===== src/spc_defs.vh =====
// register map, field positions and reset values of the power-mode controller
`ifndef SPC_DEFS_VH
`define SPC_DEFS_VH
// =====================================================
// register byte offsets
`define SPC_OFF_CLKCTRL   4'h0
`define SPC_OFF_MODESEL   4'h4
`define SPC_OFF_PROTECT   4'h8
`define SPC_OFF_PWRSAVE   4'hC
// =====================================================
// clock control fields
`define SPC_CK_DIV_LO     0
`define SPC_CK_DIV_HI     2
`define SPC_CK_SUBSEL     3
`define SPC_CK_OSCSTOP    6
`define SPC_CK_STATUS     4
// =====================================================
// other fields and values
`define SPC_PSM_BIT       0
`define SPC_STP_BIT       1
`define SPC_PROT_KEY      8'hA5
`define SPC_RST_BYTE      8'h00
`define SPC_RESP_OKAY     2'h0
`define SPC_RESP_SLVERR   2'h2
`endif


===== src/spc_sync.v =====
// two-flop synchroniser for a bundle of asynchronous inputs
module spc_sync #(
   parameter W = 1
)(
   // clock and reset
   input  wire         sys_clk,
   input  wire         rst,
   // data
   input  wire [W-1:0] asyncIn,
   output wire [W-1:0] syncOut
);
   reg [W-1:0] stage1_q;
   reg [W-1:0] stage2_q;

   genvar i;
   generate
      for (i = 0; i < W; i = i + 1)
      begin : gBit
         always @(posedge sys_clk or posedge rst)
         begin
            if (rst)
            begin
               stage1_q[i] <= 1'b0;
               stage2_q[i] <= 1'b0;
            end
            else
            begin
               stage1_q[i] <= asyncIn[i];
               stage2_q[i] <= stage1_q[i];
            end
         end
      end
   endgenerate

   assign syncOut = stage2_q;
endmodule


===== src/spc_wake.v =====
// wake-up request decode for sub-idle release
module spc_wake #(
   parameter NEXT = 7,
   parameter NINT = 8,
   parameter PW   = 3
)(
   // requests
   input  wire            nmiReq,
   input  wire [NEXT-1:0] extReq,
   input  wire [NEXT-1:0] extMask,
   input  wire [NINT-1:0] intReq,
   input  wire [NINT-1:0] intMask,
   input  wire [NINT-1:0] intSubOk,
   // priority of requests and of the running handler (0 is highest)
   input  wire [PW-1:0]   reqPrio,
   input  wire [PW-1:0]   curPrio,
   input  wire            inHandler,
   // results
   output wire            wakeAny,
   output wire            ackOk
);
   wire maskable;
   // internal sources wake only if still clocked in sub-idle; external and nmi always may
   assign maskable = (|(extReq & ~extMask)) | (|(intReq & ~intMask & intSubOk));
   assign wakeAny  = nmiReq | maskable;
   // lower-priority requests only wake, higher ones are acknowledged too
   assign ackOk    = nmiReq | (maskable & (~inHandler | (reqPrio < curPrio)));
endmodule


===== src/spc_power_ctrl.v =====
// subclock and sub-idle power control with axi4-lite registers
//
// The implementer's own choices: the AXI4-Lite interface to the registers and the placing of the registers.
`include "spc_defs.vh"

// Behaviour
// - writing subclock select in normal mode switches system clock to subclock
// - writing oscillator stop bit halts main oscillator, subclock only; the code also honours the bit in normal mode
// - watchdog frozen, holding its count, once clock status shows subclock
// - subclock mode ends on reset or clearing select; restart oscillator first
// - leaving subclock mode returns main clock as system clock
// - main stopped: serial only on external clock; bus, uarts, adc halted
// - main stopped: dac normal mode only; rtc only on subclock count clock
// - sub-idle entered in subclock mode when mode bit 0 and stop set
// - sub-idle keeps oscillator, gates cpu and peripheral clocks
// - sub-idle keeps subclock or externally clocked peripherals running
// - sub-idle ends on nmi, unmasked external or internal request, reset
// - interrupt wake resumes subclock mode; reset returns normal mode
// - any unmasked or non-maskable request wakes, whatever its priority
// - in handler, lower-priority request only wakes and stays pending
// - in handler, higher-priority or nmi request wakes and is acknowledged
// - nmi branches; maskable branches if enabled, else next instruction
// - power-save register written only after protect key write
module spc_power_ctrl #(
   parameter NEXT = 7,
   parameter NINT = 8,
   parameter PW   = 3
)(
   // clock and reset
   input  wire            sys_clk,
   input  wire            rst,
   // axi4-lite write address
   input  wire [3:0]      s_axi_awaddr,
   input  wire            s_axi_awvalid,
   output wire            s_axi_awready,
   // axi4-lite write data
   input  wire [31:0]     s_axi_wdata,
   input  wire [3:0]      s_axi_wstrb,
   input  wire            s_axi_wvalid,
   output wire            s_axi_wready,
   // axi4-lite write response
   output reg  [1:0]      s_axi_bresp,
   output reg             s_axi_bvalid,
   input  wire            s_axi_bready,
   // axi4-lite read
   input  wire [3:0]      s_axi_araddr,
   input  wire            s_axi_arvalid,
   output wire            s_axi_arready,
   output reg  [31:0]     s_axi_rdata,
   output reg  [1:0]      s_axi_rresp,
   output reg             s_axi_rvalid,
   input  wire            s_axi_rready,
   // wake sources (pins are asynchronous)
   input  wire            nmiPin,
   input  wire [NEXT-1:0] extIntPin,
   input  wire [NEXT-1:0] extMask,
   input  wire [NINT-1:0] intReq,
   input  wire [NINT-1:0] intMask,
   input  wire [NINT-1:0] intSubOk,
   input  wire [PW-1:0]   reqPrio,
   input  wire [PW-1:0]   curPrio,
   input  wire            inHandler,
   input  wire            intEnabled,
   // peripheral clock choices
   input  wire            rtcOnSubclk,
   input  wire            dacNormalMode,
   input  wire [4:0]      csiExtClk,
   // clock and gate controls
   output reg             subClkSel,
   output reg             mainOscEn,
   output reg             cpuClkEn,
   output reg             wdtRun,
   output reg             i2cRun,
   output reg             uartRun,
   output reg             adcRun,
   output reg             dacRun,
   output reg             rtcRun,
   output reg  [4:0]      csiRun,
   output reg             timerRun,
   // wake results
   output reg             wakeAck,
   output reg             wakeBranch,
   output reg             subIdle
);
   // =====================================================
   // states
   localparam [2:0] ST_NORMAL = 3'b001;
   localparam [2:0] ST_SUB    = 3'b010;
   localparam [2:0] ST_IDLE   = 3'b100;
   reg  [2:0] state_q;
   reg  [2:0] state_d;
   reg  [2:0] clkDiv_q;
   reg        subSel_q;
   reg        oscStop_q;
   reg        modeSel_q;
   reg        stopReq_q;
   reg        unlocked_q;
   reg        awHeld_q;
   reg        wHeld_q;
   reg  [3:0] awAddr_q;
   reg [31:0] wData_q;
   reg  [3:0] wStrb_q;
   wire            nmiSync;
   wire [NEXT-1:0] extSync;
   wire            wakeAny;
   wire            ackOk;
   wire            clkStatus;
   wire            mainStopped;
   wire            doWrite;
   wire            wrClk;
   wire            wrMode;
   wire            wrProt;
   wire            wrPwr;
   // =====================================================
   // input synchronisers and wake decode
   spc_sync #(.W(NEXT + 1)) uSync (
      .sys_clk (sys_clk),
      .rst     (rst),
      .asyncIn ({nmiPin, extIntPin}),
      .syncOut ({nmiSync, extSync})
   );
   spc_wake #(.NEXT(NEXT), .NINT(NINT), .PW(PW)) uWake (
      .nmiReq    (nmiSync),
      .extReq    (extSync),
      .extMask   (extMask),
      .intReq    (intReq),
      .intMask   (intMask),
      .intSubOk  (intSubOk),
      .reqPrio   (reqPrio),
      .curPrio   (curPrio),
      .inHandler (inHandler),
      .wakeAny   (wakeAny),
      .ackOk     (ackOk)
   );

   // =====================================================
   // axi4-lite write channel
   assign s_axi_awready = ~awHeld_q & ~s_axi_bvalid;
   assign s_axi_wready  = ~wHeld_q & ~s_axi_bvalid;
   assign doWrite       = awHeld_q & wHeld_q & ~s_axi_bvalid;
   assign wrClk  = doWrite & wStrb_q[0] & (awAddr_q == `SPC_OFF_CLKCTRL);
   assign wrMode = doWrite & wStrb_q[0] & (awAddr_q == `SPC_OFF_MODESEL);
   assign wrProt = doWrite & wStrb_q[0] & (awAddr_q == `SPC_OFF_PROTECT);
   assign wrPwr  = doWrite & wStrb_q[0] & (awAddr_q == `SPC_OFF_PWRSAVE);
   always @(posedge sys_clk or posedge rst)
   begin
      if (rst)
      begin
         awHeld_q     <= 1'b0;
         wHeld_q      <= 1'b0;
         awAddr_q     <= 4'h0;
         wData_q      <= 32'h0;
         wStrb_q      <= 4'h0;
         s_axi_bvalid <= 1'b0;
         s_axi_bresp  <= `SPC_RESP_OKAY;
      end
      else
      begin
         if (s_axi_awvalid & s_axi_awready)
         begin
            awHeld_q <= 1'b1;
            awAddr_q <= {s_axi_awaddr[3:2], 2'b00};
         end
         if (s_axi_wvalid & s_axi_wready)
         begin
            wHeld_q <= 1'b1;
            wData_q <= s_axi_wdata;
            wStrb_q <= s_axi_wstrb;
         end
         if (doWrite)
         begin
            awHeld_q     <= 1'b0;
            wHeld_q      <= 1'b0;
            s_axi_bvalid <= 1'b1;
            s_axi_bresp  <= `SPC_RESP_OKAY;
         end
         else if (s_axi_bvalid & s_axi_bready)
            s_axi_bvalid <= 1'b0;
      end
   end

   // =====================================================
   // axi4-lite read channel
   assign s_axi_arready = ~s_axi_rvalid;
   assign clkStatus     = (state_q != ST_NORMAL);
   always @(posedge sys_clk or posedge rst)
   begin
      if (rst)
      begin
         s_axi_rvalid <= 1'b0;
         s_axi_rdata  <= 32'h0;
         s_axi_rresp  <= `SPC_RESP_OKAY;
      end
      else if (s_axi_arvalid & s_axi_arready)
      begin
         s_axi_rvalid <= 1'b1;
         s_axi_rresp  <= `SPC_RESP_OKAY;
         s_axi_rdata  <= 32'h0;
         case ({s_axi_araddr[3:2], 2'b00})
            `SPC_OFF_CLKCTRL:
               s_axi_rdata <= {25'h0, oscStop_q, 1'b0, clkStatus, subSel_q, clkDiv_q};
            `SPC_OFF_MODESEL:
               s_axi_rdata <= {31'h0, modeSel_q};
            `SPC_OFF_PROTECT:
               s_axi_rdata <= {31'h0, unlocked_q};
            `SPC_OFF_PWRSAVE:
               s_axi_rdata <= {30'h0, stopReq_q, 1'b0};
            default:
               s_axi_rresp <= `SPC_RESP_SLVERR;
         endcase
      end
      else if (s_axi_rready)
         s_axi_rvalid <= 1'b0;
   end

   // =====================================================
   // control registers
   always @(posedge sys_clk or posedge rst)
   begin
      if (rst)
      begin
         clkDiv_q   <= 3'h0;
         subSel_q   <= 1'b0;
         oscStop_q  <= 1'b0;
         modeSel_q  <= 1'b0;
         stopReq_q  <= 1'b0;
         unlocked_q <= 1'b0;
         state_q    <= ST_NORMAL;
      end
      else
      begin
         state_q    <= state_d;
         if (wrClk)
         begin
            clkDiv_q  <= wData_q[`SPC_CK_DIV_HI:`SPC_CK_DIV_LO];
            subSel_q  <= wData_q[`SPC_CK_SUBSEL];
            oscStop_q <= wData_q[`SPC_CK_OSCSTOP];
         end
         if (wrMode)
            modeSel_q <= wData_q[`SPC_PSM_BIT];
         if (wrProt)
            unlocked_q <= (wData_q[7:0] == `SPC_PROT_KEY);
         else if (doWrite)
            unlocked_q <= 1'b0;
         // stop request latch, wake clears it
         if (state_q == ST_IDLE && wakeAny)
            stopReq_q <= 1'b0;
         else if (wrPwr && unlocked_q)
            stopReq_q <= wData_q[`SPC_STP_BIT];
      end
   end

   // =====================================================
   // mode state machine
   always @*
   begin
      state_d = state_q;
      case (state_q)
         ST_NORMAL:
            if (subSel_q)
               state_d = ST_SUB;
         ST_SUB:
            if (!subSel_q)
               state_d = ST_NORMAL;
            else if (!modeSel_q && stopReq_q)
               state_d = ST_IDLE;
         ST_IDLE:
            if (wakeAny)
               state_d = ST_SUB;
         default:
            state_d = ST_NORMAL;
      endcase
   end

   // =====================================================
   // clock and peripheral gating, wake results
   assign mainStopped = oscStop_q;
   always @(posedge sys_clk or posedge rst)
   begin
      if (rst)
      begin
         subClkSel <= 1'b0;
         mainOscEn <= 1'b1;
         cpuClkEn  <= 1'b1;
         wdtRun    <= 1'b1;
         i2cRun    <= 1'b1;
         uartRun   <= 1'b1;
         adcRun    <= 1'b1;
         dacRun    <= 1'b1;
         rtcRun    <= 1'b1;
         csiRun    <= 5'h1F;
         timerRun  <= 1'b1;
         subIdle   <= 1'b0;
         wakeAck    <= 1'b0;
         wakeBranch <= 1'b0;
      end
      else
      begin
         subClkSel <= (state_d != ST_NORMAL);
         mainOscEn <= ~mainStopped;
         cpuClkEn  <= (state_d != ST_IDLE);
         subIdle   <= (state_d == ST_IDLE);
         wdtRun    <= (state_d == ST_NORMAL);
         i2cRun    <= (state_d == ST_NORMAL) | (state_d == ST_SUB & ~mainStopped);
         uartRun   <= (state_d == ST_NORMAL) | (state_d == ST_SUB & ~mainStopped);
         adcRun    <= (state_d == ST_NORMAL) | (state_d == ST_SUB & ~mainStopped);
         timerRun  <= (state_d != ST_IDLE);
         csiRun    <= ((state_d == ST_IDLE) | (mainStopped & (state_d != ST_NORMAL))) ?
                      csiExtClk : 5'h1F;
         dacRun    <= (state_d != ST_IDLE) &
                      (~mainStopped | (state_d != ST_SUB) | dacNormalMode);
         rtcRun    <= (state_d == ST_NORMAL) | ~mainStopped | rtcOnSubclk;
         wakeAck    <= (state_q == ST_IDLE) & wakeAny & ackOk;
         // branch on nmi, or enabled maskable
         wakeBranch <= (state_q == ST_IDLE) & wakeAny & ackOk & (nmiSync | intEnabled);
      end
   end
endmodule


===== config.mk =====
export PLATFORM = sky130hd
export DESIGN_NAME = spc_power_ctrl
export DESIGN_NICKNAME = d
export VERILOG_FILES = /design/src/spc_sync.v /design/src/spc_wake.v /design/src/spc_power_ctrl.v
export VERILOG_INCLUDE_DIRS = /design/src
export SDC_FILE = /design/constraint.sdc
export NUM_CORES = 1
export LEC_CHECK = 0
export ABC_AREA = 1
export CORE_MARGIN = 2
export CORE_UTILIZATION = 60
export DETAILED_ROUTE_END_ITERATION = 12
export DONT_BUFFER_PORTS = 1
export PLACE_DENSITY = 0.74
export REMOVE_ABC_BUFFERS = 1
export SKIP_CTS_REPAIR_TIMING = 1
export SLEW_MARGIN = 15
export SYNTH_ARGS = -nofsm -noshare
export SYNTH_HDL_FRONTEND = slang
export SYNTH_SLANG_ARGS = --single-unit
export TNS_END_PERCENT = 50

===== constraint.sdc =====
create_clock -name sys_clk -period 2.5 [get_ports sys_clk]
set_clock_uncertainty 0.2 [all_clocks]
set_input_delay 0.5 -clock sys_clk [delete_from_list [all_inputs] [get_ports sys_clk]]
set_output_delay 0.5 -clock sys_clk [all_outputs]
set_load 0.02 [all_outputs]

==> metrics, run 1 <==
mean post-synth cell area between 9 and 10 sq um; number of port buffers 0; number of nets with antenna violations after routing 0; Pre-antenna DRT Iters 4; total power after layout 0.003183 W; Max Fclk approximately 530 MHz; warning count from the yosys run 0; Max VDD drop 687.7 uV; Via-to-Cell Ratio 4.949; sequential element share of the synthesized area 58.51%; CTS tree built; final clock period utilization by the worst path 75.88%; fill count between 300 and 400; worst path bufs/invs 0; worst endpoint data arrival time 1.20 ns; post-synthesis instance area 2720 sq um; Final Routed Wirelength between 4 and 5 mm; Yosys top cell area share 46.92%; worst path cell trace nor2_1; power density over the cells 1058 nW/um^2; highest cell delay on the worst timing path 0.48 ns; Clk pin slew, worst setup/hold paths 0.07 ns; biggest area consumer among synthesized cells dfrtp_1; kind of path behind the tightest hold check in2reg; fraction of registers with async set/reset 100.0%; starting utilization of the core area between 60% and 70%; width of the die roughly 71 um; critical path class reg2out; CP startpoint kind flip-flop; first-pass GRT wire length 7.072 mm; Critical-path top delay cell dfrtp_1; Max FO, Critical Path 5; static leakage power 1.546 nW; cell class contributing the biggest share of worst-path delay flip-flops; synthesized instance count approximately 280; logic depth of the worst path, buffers included 1; number of synthesized flops with an enable pin 0; number of nets in the finished design 406; Slew Viols, Final 0; Worst setup EP type output pin; DPL Wire Length between 3 and 4 mm; count of boundary I/O pins 164; cell at the root of the clock tree clkbuf_8; unrepaired setup endpoints after global routing false; predominant post-synthesis flop cell dfrtp_1; critical path data required time 1.80 ns; total clock buffers created by CTS 9; length in cells of the worst reg-to-reg path 6; most used standard cell by instance count after synthesis dfrtp_1; CTS sink count 63; synth unique cells 28; placer congestion estimate slightly below 0.8; GR Util All Layers 18.94%; max-capacitance violation count 0; number of remaining DRC errors 0; Min-Delay Path Depth 2; area added between synthesis and finish 10.63%; height of the chip about 70 um; grt total ovfl 0; Total Die Area 5088 sq um; ant diodes 0; number of vias in the routed layout around 1800; Total Neg Setup Slack 0 ns; maximum number of pins on one net before global-route repair 64; H-tree Lvls 3; Setup violations, final 0; site row count 24; Commonest cells post-synth dfrtp_1, nand2_1, inv_1; run status complete, no violations; clock buffer depth 2; source-to-sink clock delay at the later pin of the worst-skew pair 0.34 ns; number of antenna violations at the first check in global routing 0; Floorplan Core Area 4354 sq um; flip-flop and latch count after synthesis between 60 and 70; Final Hold Vio Count 0; most area-consuming cells after synthesis dfrtp_1, dfstp_2, buf_4; shortest clock period the worst path allows after layout roughly 1.9 ns; vias in the first global route 1566; starting DRC count in detailed routing 92; fraction of final layout cells sized beyond drive strength 1 between 10% and 20%; routed wire length per instance 12.74 um
[layout by cell type (no fill, tap or decap), types with 7 or more instances in the layout]
cell / instances
dfrtp_1: 51
conb_1: 30
dfstp_2: 12
nand2_1: 48
nor2_1: 22
a21oi_1: 14
inv_1: 40
nand3b_1: 7
nand3_1: 8
dlygate4sd3_1: 9
clkbuf_8: 13
o21ai_0: 9
[sequential cells by signal (all words and copies together), names as in the netlist, 2 cells and up]
| register | count |
|---|---|
| uSync.stage1_q | 8 |
| uSync.syncOut | 8 |
| wData_q | 8 |
| s_axi_rdata | 6 |
| csiRun | 5 |
| clkDiv_q | 3 |
| state_q | 3 |
| awAddr_q | 2 |
[report_power, final]
part           switching (W)  internal, W  leakage, nW  total (W)
Combinational       0.000389     0.000211        0.678   0.000600
Clock               0.000368     0.000671        0.123    0.00104
Sequential          0.000250      0.00129        0.744    0.00154
Total                0.00101      0.00218         1.55    0.00318
[metrics by stage]
step                      area (sq um)  std cells  setup WS (ns)  hold slack [ns]  utilization, %
after floorplan                   2576        276         0.2501           0.1312               -
after global placement            2676        331         0.8311           0.1316           61.47
after detailed placement          2676        331         0.8189           0.1347           61.47
after CTS                         2919        347         0.5831          -0.1011           67.04
after global routing              3009        356         0.5545          0.04044           69.11
final                             3009        356         0.6031          0.03158           69.11
[logic make-up (layout without fill, tap and decap cells)]
| group | Yosys count | after routing | share of synthesized area (%) |
|---|---|---|---|
| AO/OA/AOI/OAI | 34 | 34 | 6.762 |
| adder cells (fa/ha/maj) | 2 | 2 | 0.9198 |
| buffers and inverters | 79 | 73 | 15.50 |
| flip-flops | 63 | 63 | 58.51 |
| multiplexers | 2 | 2 | 0.8279 |
| other | 1 | 30 | 0.1379 |
| AND/OR/NAND/NOR | 100 | 100 | 17.34 |
[path summary, 6_finish.rpt]
check | start | endpoint | slack [ns]
max | s_axi_bvalid$_DFFE_PP0P_ | s_axi_awready | 0.60
min | csiExtClk[0] | csiRun[0]$_DFF_PP1_ | 0.03
max reg2reg | s_axi_rvalid$_DFFE_PP0P_ | s_axi_rdata[0]$_DFFE_PP0P_ | 0.81
min reg2reg | uSync.stage1_q[6]$_DFF_PP0_ | uSync.syncOut[6]$_DFF_PP0_ | 0.15
max in group asynchronous | rst | csiRun[4]$_DFF_PP1_ | 1.31
min in group asynchronous | rst | awAddr_q[2]$_DFFE_PP0P_ | 0.47
[routing by layer]
| metal | share of wire, % | wire length, um | vias up | GRT usage, % |
|---|---|---|---|---|
| met3 | 8.2 | 371 | 14 | 7.032 |
| li1 | - | - | 852 | - |
| met5 | 0 | 0 | - | 0 |
| met4 | 2.4 | 108 | 0 | 10.90 |
| met1 | 38 | 1714 | 815 | 22.42 |
| met2 | 52 | 2340 | 81 | 29.84 |
[layout make-up]
class,count,area [sq um],share of cell area (%)
Inverter,45,168.9,5.613
Clock inverter,2,60.06,1.996
Tap cell,52,65.06,2.162
Timing Repair Buffer,12,125.1,4.158
Sequential cell,63,1592,52.89
Clock buffer,14,182.7,6.071
Multi-Input combinational cell,168,815.8,27.11
Note: power is estimated with default switching activity, not from simulation.
==> run 2: changes to the inputs <==
Settings changed: ABC_AREA 1 to 0, CORE_UTILIZATION 60 to 56, PLACE_DENSITY 0.74 to 0.72.
Clock period 2.5 ns to 1.6 ns, I/O delays scaled along.
==> metrics, run 2 <==
critical path class reg2reg; Slew Limit Headroom 55.92%; Floorplan Core Area 5010 sq um (+15%); placer congestion estimate 0.7120 (-9.4%); final clock period utilization by the worst path 106.6%; number of remaining DRC errors 0 (unchanged); first-pass GRT wire length 7.610 mm (+7.6%); synthesized instance count 245 (-13%); width of the die 75.59 um (+6.0%); GR Util All Layers 18.86% (-0.088 points); highest-count cells in the layout ignoring fill and taps dfrtp_1, conb_1, dlygate4sd3_1; DPL Wire Length 3.787 mm (+17%); flip-flop and latch count after synthesis 63 (unchanged); most used standard cell by instance count after synthesis dfrtp_1; kind of path behind the tightest hold check in2reg; Slew Viols, Final 0 (unchanged); Min-Delay Path Depth 3 (+1); synth unique cells 49 (+75%); Place WS -0.08717 ns (-0.9061 ns); vias in the first global route 1671 (+6.7%); starting DRC count in detailed routing 84 (-8.7%); Via-to-Cell Ratio 5.186 (+4.8%); run status finished, violations left; fill count 345 (+1.5%); routed wire length per instance 15.58 um (+22%); Pre-antenna DRT Iters 5 (+1); commonest non-fill, non-tap cell in the layout dfrtp_1; source-to-sink clock delay at the later pin of the worst-skew pair 0.34 ns (about the same); static leakage power 1.586 nW (+2.6%); post-synthesis instance area 2870 sq um (+5.5%); starting utilization of the core area 57.29% (-5.2 points); shortest clock period the worst path allows after layout 1.706 ns; number of synthesized flops with an enable pin 0 (unchanged); critical path data required time 1.66 ns (-0.14 ns); Max VDD drop 1051 uV (+53%); Commonest cells post-synth dfrtp_1, buf_4, mux2_1; number of antenna violations at the first check in global routing 0 (unchanged); cell at the root of the clock tree clkbuf_8; H-tree Lvls 3 (unchanged); CP startpoint kind flip-flop; failing checks negative hold slack, negative setup slack; unrepaired setup endpoints after global routing true; clock buffer depth 2 (unchanged); Max FO, Critical Path 7 (+2); measured slew at the worst slew-check pin 0.6587 ns; area added between synthesis and finish 25.07%; grt total ovfl 0 (unchanged); final instance count without filler cells 376 (+5.6%); final hold slack -0.01525 ns (-0.04683 ns); number of nets in the finished design 408 (+0.49%); cell total after placement 330 (-0.30%); worst endpoint data arrival time 1.76 ns (+0.56 ns); Final Routed Wirelength 5.859 mm (+29%); Total Die Area 5714 sq um (+12%); mean post-synth cell area 11.72 sq um (+21%); total clock buffers created by CTS 9 (unchanged); fraction of final layout cells sized beyond drive strength 1 25.49% (+10 points); number of vias in the routed layout 1950 (+11%); height of the chip 75.59 um (+6.0%); max-capacitance violation count 0 (unchanged); power density over the cells 1417 nW/um^2 (+34%); predominant post-synthesis flop cell dfrtp_1; most area-consuming cells after synthesis dfrtp_1, dfstp_2, buf_4; count of boundary I/O pins 164 (unchanged); CTS tree built; CTS sink count 63 (unchanged); sequential element share of the synthesized area 55.45% (-3.1 points); number of nets with antenna violations after routing 0 (unchanged); Clk pin slew, worst setup/hold paths 0.06 ns (about the same); utilization after layout 71.65% (+2.5 points); maximum number of pins on one net before global-route repair 64 (unchanged); Max Fclk 586.1 MHz; ant diodes 0 (unchanged); Final Hold Vio Count 1 (+1); Setup violations, final 13 (+13); Total Neg Setup Slack -0.5812 ns (-0.5812 ns); warning count from the yosys run 0 (unchanged); post-route worst setup slack -0.1062 ns (-0.7092 ns); Yosys top cell area share 44.46% (-2.5 points); length in cells of the worst reg-to-reg path 4 (-2); site row count 26 (+8.3%); number of port buffers 0 (unchanged); biggest area consumer among synthesized cells dfrtp_1; Worst setup EP type flip-flop; fraction of registers with async set/reset 100.0% (unchanged)
run 2: cell count changes after synthesis, sizes merged, moves of 6 or more:
cell   before  now
nand2      50   17
nor2b       0   13
a21oi      15    8
mux2        2   17
nand3      10    4
inv        45    9
a31oi       0    7
nor2       24   14
run 2: layout make-up:
cell class / count / area (sq um) / share of cell area (%)
timing repair buffer: 52 / 496.7 / 13.84
sequential: 63 / 1593 / 44.37
inverter: 9 / 33.78 / 0.9411
tap: 70 / 87.58 / 2.440
multi-input combinational: 166 / 1217 / 33.91
clock buffer: 15 / 156.4 / 4.357
clock inverter: 1 / 5.005 / 0.1394
run 2: cell families (layout without fill, tap and decap cells):
| logic type | Yosys count | count (layout) | share of synthesized area (%) |
|---|---|---|---|
| AO/OA/AOI/OAI | 47 | 47 | 12.55 |
| XOR/XNOR | 1 | 1 | 0.3052 |
| adder cells (fa/ha/maj) | 2 | 2 | 0.8717 |
| buffers and inverters | 45 | 77 | 10.51 |
| flip-flops | 63 | 63 | 55.45 |
| multiplexers | 18 | 18 | 7.018 |
| other | 1 | 30 | 0.1307 |
| AND/OR/NAND/NOR | 68 | 68 | 13.17 |
run 2: where the power goes:
| group | internal, W | switching (W) |
|---|---|---|
| Combinational | 0.000741 | 0.000678 |
| Sequential | 0.00203 | 0.000473 |
| Clock | 0.000605 | 0.000558 |
run 2: final timing paths:
check | end | start | slack (ns)
max | csiRun[0]$_DFF_PP1_ | state_q[0]$_DFF_PP1_ | -0.11
min | s_axi_rdata[4]$_DFFE_PP0P_ | s_axi_araddr[3] | -0.02
max reg2reg | csiRun[0]$_DFF_PP1_ | state_q[0]$_DFF_PP1_ | -0.11
min reg2reg | uSync.syncOut[7]$_DFF_PP0_ | uSync.stage1_q[7]$_DFF_PP0_ | 0.15
max in group asynchronous | state_q[0]$_DFF_PP1_ | rst | 0.58
min in group asynchronous | wData_q[1]$_DFFE_PP0P_ | rst | 0.32
run 2: per-layer routing:
layer,track usage [%],share of wire [%],vias up,wire (um)
li1,-,-,902,-
met1,22.36,40,964,2336
met2,29.47,51,75,3017
met3,7.011,7.0,9,410
met4,11.11,1.6,0,95
met5,0,0,-,0
run 2: critical path, cell delays in order, from the launching register on:
cell	delay (ns)
dfstp_2	0.61
xor2_2	0.11
a32oi_4	0.38
a21oi_1	0.14
a31oi_1	0.19
run 2: per-stage QoR:
stage / area, sq um / total power (W) / hold WS, ns
floorplan: 2711 / 0.003169 / 0.1312
global placement: 2977 / 0.003565 / 0.09175
detailed placement: 2977 / 0.003620 / 0.09414
CTS: 3138 / 0.004779 / -0.2694
global route: 3590 / 0.005371 / 0.01261
finish: 3590 / 0.005088 / -0.01525
